**src/hdl/led_ctrl_pkg.sv**
```systemverilog
// constants, types and states shared by the led driver control logic
//
// Overview of operation
// - Frequency tracks output sense linearly; the period grows as it falls.
// - If the diode outlasts the period, the next cycle waits for its end.
// - Output sense below 0.3 V drops the current limit from 1.0 V to 0.2 V.
// - Four low output-sense cycles in a row trip short-LED; a good one resets.
// - For 250 ms after turn-on the startup source holds supply in 13-19 V.
// - Short-LED detection is ignored for the first 15 ms after turn-on.
// - Supply or output-sense over-voltage in off-time trips protection.
// - Current sense under 0.1 V all through the first cycle stops the gate.
// - After 20 ms, sense under 0.1 V with line above 60% of peak stops it.
// - Operation starts at 16 V supply and locks out below 7.75 V.
// - Current sense above 1.35 V, open resistor included, stops switching.
// - Above 150 C the drive stops until the die has cooled by 10 C.
// - In voltage mode, on-time follows the compensation node, which dimming may move.
// - The first 20 ms after turn-on run in current mode, then voltage mode.
package led_ctrl_pkg;

    // clock and startup timing
    localparam int CLK_HZ = 20_000_000;
    localparam int CYC_PER_MS = CLK_HZ / 1000;
    localparam int HOLD_MS = 250;
    localparam int SHORT_BLANK_MS = 15;
    localparam int CM_MS = 20;
    localparam int HOLD_CYC = HOLD_MS * CYC_PER_MS;
    localparam int SHORT_BLANK_CYC = SHORT_BLANK_MS * CYC_PER_MS;
    localparam int CM_CYC = CM_MS * CYC_PER_MS;
    localparam int TMR_W = 23;

    // maximum on-time, longest time so rounded down
    localparam int TON_MAX_NS = 13500;
    localparam int TON_MAX_CYC = (TON_MAX_NS * (CLK_HZ / 1_000_000)) / 1000;
    localparam int TON_W = 9;

    // frequency accumulator and short-led count
    localparam int PH_W = 16;
    localparam int CODE_W = 8;
    localparam logic [CODE_W-1:0] STEP_MIN = 8'h01;
    localparam logic [2:0] SHORT_CYCLES = 3'h4;

    // switching sequence states
    typedef enum logic [1:0] {
        ST_OFF = 2'b00,
        ST_ON = 2'b01,
        ST_WAIT = 2'b10,
        ST_FAULT = 2'b11
    } sw_state_e;

    // comparator outputs from the analog front end
    typedef struct packed {
        logic vdd_on;       // supply at or above 16 V
        logic vdd_off;      // supply below 7.75 V
        logic vdd_hold_lo;  // supply at or below 13 V
        logic vdd_hold_hi;  // supply at or above 19 V
        logic vdd_ovp;      // supply over-voltage
        logic osense_ovp;   // output sense over-voltage
        logic osense_low;   // output sense below 0.3 V
        logic cs_lim_hi;    // current sense above 1.0 V
        logic cs_lim_lo;    // current sense above 0.2 V
        logic cs_ocp;       // current sense above 1.35 V
        logic cs_min;       // current sense above 0.1 V
        logic vin_60;       // input above 60% of its peak
        logic temp_hot;     // junction above 150 C
        logic temp_cool;    // junction below 140 C
        logic diode_cond;   // secondary diode still conducting
    } cmp_s;

    // latched cause of a protection trip
    typedef struct packed {
        logic short_led_protect;
        logic ovp;
        logic sense_resistor_short_protect;
        logic ocp;
    } fault_s;

endpackage

```
**src/hdl/led_driver_protection_control.sv**
```systemverilog
// switching sequence and protection control for the led driver
`timescale 1ns/10ps
module led_driver_protection_control
    import led_ctrl_pkg::*;
#(
    parameter int HOLD_CYCLES = HOLD_CYC,
    parameter int SHORT_BLANK_CYCLES = SHORT_BLANK_CYC,
    parameter int CM_CYCLES = CM_CYC
)
(
    // clock and reset
    input wire logic clk_i,
    input wire logic sys_rst_i,
    // analog front end
    input wire cmp_s cmp_i,
    input wire logic [CODE_W-1:0] output_sense_pin_i,
    input wire logic [CODE_W-1:0] compensation_node_i,
    // power stage and supply
    output logic gate_o,
    output logic hv_supply_o,
    output logic current_mode_o,
    output logic cl_low_o,
    // status
    output logic otp_o,
    output fault_s fault_o
);

    sw_state_e state_r, state_nxt;
    logic [TMR_W-1:0] timer_r;
    logic [TON_W-1:0] ton_r;
    logic [2:0] short_cnt_r;
    logic gate_r, hv_supply_r, cm_r, cl_low_r, otp_r;
    logic first_r, cs_seen_r, period_r;
    fault_s fault_r;
    logic osc_wrap;

    // decoded conditions
    wire running = (state_r == ST_ON) || (state_r == ST_WAIT);
    wire cs_limit_hit = cl_low_r ? cmp_i.cs_lim_lo : cmp_i.cs_lim_hi;
    wire ton_cap = ton_r >= TON_W'(TON_MAX_CYC);
    wire ton_comp = ton_r >= {1'b0, compensation_node_i};
    wire on_done = cs_limit_hit || ton_cap || (!cm_r && ton_comp);
    wire period_up = period_r || osc_wrap;
    wire start_ok = period_up && !cmp_i.diode_cond && !otp_r;
    wire cyc_start = (state_r == ST_WAIT) && start_ok;
    wire cs_seen_now = cs_seen_r || cmp_i.cs_min;
    wire short_armed = timer_r >= TMR_W'(SHORT_BLANK_CYCLES);
    wire hold_on = timer_r < TMR_W'(HOLD_CYCLES);

    // protection trips
    wire ocp_hit = running && cmp_i.cs_ocp;
    wire ovp_hit = (state_r == ST_WAIT)
        && (cmp_i.vdd_ovp || cmp_i.osense_ovp);
    wire rshort_hit = (state_r == ST_ON) && on_done && !cs_seen_now
        && (first_r || (!cm_r && cmp_i.vin_60));
    wire short_hit = cyc_start && cmp_i.osense_low && short_armed
        && (short_cnt_r >= SHORT_CYCLES - 3'h1);
    wire trip = ocp_hit || ovp_hit || rshort_hit || short_hit;

    // switching sequence; undervoltage outranks everything
    always_comb
    begin
        state_nxt = state_r;
        unique case (state_r)
            ST_OFF:
            begin
                if (cmp_i.vdd_on)
                    state_nxt = ST_WAIT;
            end
            ST_ON:
            begin
                if (trip)
                    state_nxt = ST_FAULT;
                else if (on_done || otp_r)
                    state_nxt = ST_WAIT;
            end
            ST_WAIT:
            begin
                if (trip)
                    state_nxt = ST_FAULT;
                else if (start_ok)
                    state_nxt = ST_ON;
            end
            ST_FAULT:
            begin
                state_nxt = ST_FAULT;
            end
        endcase
        if (cmp_i.vdd_off)
            state_nxt = ST_OFF;
    end

    // period restarts from each turn-on so bcm stretches it honestly
    phase_osc u_osc (
        .clk_i(clk_i),
        .sys_rst_i(sys_rst_i),
        .run_i(running),
        .restart_i(cyc_start),
        .step_i(output_sense_pin_i),
        .wrap_o(osc_wrap)
    );

    // state, gate and the startup timer
    always_ff @(posedge clk_i)
    begin
        if (sys_rst_i)
        begin
            state_r <= ST_OFF;
            gate_r <= 1'b0;
            timer_r <= '0;
        end
        else
        begin
            state_r <= state_nxt;
            gate_r <= (state_nxt == ST_ON);
            if (state_nxt == ST_OFF)
                timer_r <= '0;
            else if (hold_on)
                timer_r <= timer_r + TMR_W'(1);
        end
    end

    // startup mode, current limit select and supply hold
    always_ff @(posedge clk_i)
    begin
        if (sys_rst_i)
        begin
            cm_r <= 1'b1;
            cl_low_r <= 1'b0;
            hv_supply_r <= 1'b1;
        end
        else
        begin
            cm_r <= timer_r < TMR_W'(CM_CYCLES);
            cl_low_r <= cmp_i.osense_low;
            if (state_r == ST_OFF || !hold_on)
                hv_supply_r <= (state_r == ST_OFF);
            else if (cmp_i.vdd_hold_lo)
                hv_supply_r <= 1'b1;
            else if (cmp_i.vdd_hold_hi)
                hv_supply_r <= 1'b0;
        end
    end

    // thermal hold with hysteresis, heating wins
    always_ff @(posedge clk_i)
    begin
        if (sys_rst_i)
            otp_r <= 1'b0;
        else if (cmp_i.temp_hot)
            otp_r <= 1'b1;
        else if (cmp_i.temp_cool)
            otp_r <= 1'b0;
    end

    // per-cycle bookkeeping: on-time, period, sense seen, first cycle
    always_ff @(posedge clk_i)
    begin
        if (sys_rst_i || state_r == ST_OFF)
        begin
            ton_r <= '0;
            period_r <= 1'b0;
            cs_seen_r <= 1'b0;
            first_r <= 1'b1;
        end
        else
        begin
            ton_r <= (state_r == ST_ON) ? ton_r + TON_W'(1) : '0;
            period_r <= !cyc_start && period_up;
            cs_seen_r <= !cyc_start && (cs_seen_r
                || (state_r == ST_ON && cmp_i.cs_min));
            if (state_r == ST_ON && state_nxt != ST_ON)
                first_r <= 1'b0;
        end
    end

    // consecutive low output sense cycles, saturating
    always_ff @(posedge clk_i)
    begin
        if (sys_rst_i || state_r == ST_OFF)
            short_cnt_r <= '0;
        else if (cyc_start && !cmp_i.osense_low)
            short_cnt_r <= '0;
        else if (cyc_start && short_cnt_r < SHORT_CYCLES)
            short_cnt_r <= short_cnt_r + 3'h1;
    end

    // trip causes stay until the next undervoltage
    always_ff @(posedge clk_i)
    begin
        if (sys_rst_i || cmp_i.vdd_off)
            fault_r <= '0;
        else if (state_r != ST_FAULT)
        begin
            fault_r.short_led_protect <= short_hit;
            fault_r.ovp <= ovp_hit;
            fault_r.sense_resistor_short_protect <= rshort_hit;
            fault_r.ocp <= ocp_hit;
        end
    end

    // outputs straight from flops
    assign gate_o = gate_r;
    assign hv_supply_o = hv_supply_r;
    assign current_mode_o = cm_r;
    assign cl_low_o = cl_low_r;
    assign otp_o = otp_r;
    assign fault_o = fault_r;
endmodule

```
**src/hdl/phase_osc.sv**
```systemverilog
// frequency accumulator that marks the end of each switching period
`timescale 1ns/10ps
module phase_osc
    import led_ctrl_pkg::*;
(
    // clock and reset
    input wire logic clk_i,
    input wire logic sys_rst_i,
    // control
    input wire logic run_i,
    input wire logic restart_i,
    input wire logic [CODE_W-1:0] step_i,
    // period end
    output logic wrap_o
);

    logic [PH_W-1:0] acc_r;
    logic [PH_W:0] sum;
    logic [CODE_W-1:0] step;

    // zero code would freeze the period, so clamp to one
    assign step = (step_i < STEP_MIN) ? STEP_MIN : step_i;
    assign sum = {1'b0, acc_r} + {{(PH_W+1-CODE_W){1'b0}}, step};

    // carry out rate is proportional to the step code
    always_ff @(posedge clk_i)
    begin
        if (sys_rst_i || !run_i || restart_i)
        begin
            acc_r <= '0;
            wrap_o <= 1'b0;
        end
        else
        begin
            acc_r <= sum[PH_W-1:0];
            wrap_o <= sum[PH_W];
        end
    end

endmodule

```
**config.mk**
```make
export PLATFORM = sky130hd
export DESIGN_NAME = led_driver_protection_control
export DESIGN_NICKNAME = d
export VERILOG_FILES = /design/src/hdl/led_ctrl_pkg.sv /design/src/hdl/led_driver_protection_control.sv /design/src/hdl/phase_osc.sv
export SDC_FILE = /design/constraint.sdc
export NUM_CORES = 1
export LEC_CHECK = 0
export BUFFER_PORTS_ARGS = -buffer_cell sky130_fd_sc_hd__clkbuf_2
export CELL_PAD_IN_SITES_DETAIL_PLACEMENT = 2
export CELL_PAD_IN_SITES_GLOBAL_PLACEMENT = 2
export CORE_MARGIN = 2
export CORE_UTILIZATION = 38
export CTS_CLUSTER_DIAMETER = 60
export DETAILED_ROUTE_END_ITERATION = 7
export PLACE_DENSITY_LB_ADDON = 0.1
export SYNTH_ARGS = -nofsm -noshare
export SYNTH_HDL_FRONTEND = slang
export SYNTH_SLANG_ARGS = --single-unit
```
**constraint.sdc**
```tcl
create_clock -name clk_i -period 8 [get_ports clk_i]
set_input_delay 0.8 -clock clk_i [delete_from_list [all_inputs] [get_ports clk_i]]
set_output_delay 0.8 -clock clk_i [all_outputs]
set_load 0.01 [all_outputs]
```
==> results_dict.tcl <==
set metrics [dict create \
    status "finished, final reports clean" \
    hold_slack_ns 0.474 \
    rows 35 \
    drt_iter0_drc 61 \
    holdPathEnd "u_osc.wrap_o" \
    path_buf_inv 2 \
    io_pins 42 \
    clock_sinks 66 \
    power_switching_mw 0.171 \
    cts_tree "built" \
    power_density_nw_per_um2 166 \
    worstPathCellList "clkbuf_2 > nor4_1 > a21o_1 > ha_1 > inv_1 > fa_1 > nor2b_1 > o21ai_0 > a21boi_0 > o21ai_0 > a2111oi_0 > xnor2_1 > nor2_1" \
    yosysTopAreaCell "dfxtp_1" \
    fmax_ghz 0.281 \
    cp_top_family "compound AO/OA/AOI/OAI gates" \
    gr-usage-met1_pct 27.3 \
    use_met3_pct 2.98 \
    crit_top_cell "o21ai_0" \
    seqPwrFrac_pct 48.3 \
    yosys_warnings 0 \
    setup_viol 0 \
    cts_buffers 9 \
    grt_pass1_wl_mm 17.5 \
    area.growth.synth_to_final_pct 13.1 \
    synth_cell_types 54 \
    hp-start "u_osc.acc_r[15]" \
    yosysTopAreaCellShare_pct 35.7 \
    intPower_mw 0.525 \
    wl_mm 10.5 \
    worstPathRequired_ns 8.20 \
    cp_slowest_stage_delay_ns 0.59 \
    post_cts_resized 0 \
    cp-start-kind "primary input" \
    syn-mean-instance-area_sq_um 8.32 \
    synth_cells 444 \
    synth_nets 504 \
    holdPathStages 2 \
    pwr-share-clk_pct 42.4 \
    top_usage_layer "met2" \
    insertion_delay_ns 0.34 \
    yosys_most_used_dff "dfxtp_1" \
    track_usage_pct 21.6 \
    maxSlewViolCount 0 \
    power.leakage_nw 1.57 \
    place.gp.congestion 0.778 \
    crit_fanout 5 \
    die_w_um 103 \
    cp-end-kind "register" \
    antenna_found_initial 0 \
    drive_above_1_share_pct 17.7 \
    finalCriticalPeriod_ns 3.56 \
    p_sw_share_pct 24.6 \
    finClkSkew_ns 0.00697 \
    criticalPathCategory "primary input to register" \
    cp.arrival_ns 3.76 \
    start_util_pct 39.6 \
    ff2ff_setup_slack_ns 4.78 \
    nNetsFinal 537 \
    rr_endpoint "timer_r[0]" \
    cts_root_buffer "clkbuf_8" \
    hold_path.class "register to register" \
    dpl.hpwl_mm 7.88 \
    finalHoldViolations 0 \
    die_y_um 103 \
    cts_max_path_buffers 2 \
    core-area_sq_um 9330 \
    ant_nets 0 \
    tns_ns 0 \
    worst_pin_slew_ns 1.23 \
    grt_max_degree 26 \
    syn_area_sq_um 3700 \
    final_cell_mix "dfxtp_1, nor2_1, clkbuf_2" \
    fin_crit_sh_pct 44.5 \
    async_flop_share_pct 0 \
    rsz0062_at_grt "no" \
    ys_seq_area_share_pct 35.7 \
    combPwrFrac_pct 9.2 \
    synth_edf_count 0 \
    maxSlewHeadroom_pct 18.1 \
    route.detailed.drc 0 \
    hold_buffers 0 \
    synth_area_leaders "dfxtp_1, ha_1, xnor2_1, nor2_1, a21oi_2" \
    grt_pass1_vias 3500 \
    r2r-start "ton_r[7]" \
    grt-ovfl-total 0 \
    num_vias 3235 \
    layout.cells.most_common "dfxtp_1" \
    wire_per_inst_um 17.2 \
    crit_slowest_cell "a2111oi_0" \
    portBuffers 41 \
    reg2regPathDepth 8 \
    ir_worst_vdd_uv 74.5 \
    cts.htree.levels 3 \
    n_antenna_cell 0 \
    maxCapViolCount 0 \
    via_per_inst 5.30 \
    met2_usage_pct 38.3 \
    dieArea_sq_um 10500 \
    postCtsSetupBuffers 0 \
    ys_ff_latch 66 \
    drt_first_pass_iters 4 \
    clk_pin_slew_ns 0.07 \
]
-- tightest hold or removal path, delay by kind of cell, from the launching register on --
family	cells	cell delay, ns
buffers and inverters	1	0.06
AND/OR/NAND/NOR	1	0.04
flip-flops	1	0.33
-- metal layers --
| metal | vias up | routed length (um) | share of wire, % |
|---|---|---|---|
| li1 | 1598 | - | - |
| met1 | 1587 | 4790 | 46 |
| met2 | 38 | 5370 | 51 |
| met3 | 12 | 231 | 2.2 |
| met4 | 0 | 129 | 1.2 |
| met5 | - | 0 | 0 |
-- kinds of logic (layout without fill, tap and decap cells) --
kind of cell             after synthesis  count (layout)  share of synthesized area [%]
multiplexers                           2               2                          0.542
adder cells (fa/ha/maj)               27              27                           9.34
XOR/XNOR                              40              40                           9.48
flip-flops                            66              66                           35.7
AND/OR/NAND/NOR                      167             167                           22.1
buffers and inverters                 53              90                           5.89
AO/OA/AOI/OAI                         89              89                           16.9
-- Yosys cell counts (2+ instances only) --
cell type,n
and2_1,3
or3_1,2
mux2i_1,2
a211oi_1,3
a21o_1,2
nand4_1,8
a31oi_1,3
buf_2,3
buf_6,2
or2_2,2
dfxtp_1,66
ha_1,26
nor4_1,9
nor2b_1,4
nand2b_1,2
nand2_1,31
xor2_1,13
nand3_1,16
a21oi_1,23
nor3_1,27
clkbuf_1,14
and3_1,4
a21boi_0,2
nor2_1,52
o21ai_0,14
xnor2_1,27
o31ai_1,5
a21oi_2,19
o211ai_1,3
inv_1,32
a2111oi_0,2
-- worst max path at each step --
stage                     slack [ns]               to                   from  cells past startpoint
after floorplan                 4.85  u_osc.acc_r[12]  output_sense_pin_i[4]                     12
after global placement          4.30  u_osc.acc_r[12]  output_sense_pin_i[6]                     13
after detailed placement        4.03  u_osc.acc_r[14]  output_sense_pin_i[4]                     13
after CTS                       4.35  u_osc.acc_r[14]  output_sense_pin_i[4]                     13
after global routing            4.17  u_osc.acc_r[14]  output_sense_pin_i[4]                     13
final                           4.44  u_osc.acc_r[14]  output_sense_pin_i[4]                     13
-- power groups by stage --
stage | Sequential [mW] | Combinational [mW] | Clock [mW]
floorplan | 0.343 | 0.0426 | 0
global placement | 0.343 | 0.0611 | 0
detailed placement | 0.344 | 0.0644 | 0
CTS | 0.336 | 0.0652 | 0.300
global route | 0.337 | 0.0723 | 0.318
finish | 0.336 | 0.0642 | 0.295
-- sequential cells by signal (all words and copies together), names as in the netlist, 2 cells and up --
| register | cells |
|---|---|
| fault_o | 4 |
| timer_r | 23 |
| state_r | 2 |
| u_osc.acc_r | 16 |
| ton_r | 9 |
| short_cnt_r | 3 |
-- area by class of cell --
class | count | area [sq um]
clock buffer | 13 | 169
fill | 1090 | 5150
inverter | 33 | 124
sequential | 66 | 1320
timing repair buffer | 42 | 213
clock inverter | 2 | 35.0
multi-input combinational | 325 | 2160
tap | 129 | 161
-- stage by stage --
stage	utilization (%)	instances	setup WS [ns]	total power, mW	instance area, sq um
finish	44.8	610	4.44	0.696	4180
floorplan	-	444	4.85	0.386	3700
detailed placement	42.6	595	4.03	0.408	3980
global route	44.8	610	4.17	0.728	4180
CTS	44.8	610	4.35	0.702	4180
global placement	42.6	595	4.30	0.405	3980
Power figures use the tool's default switching activity.
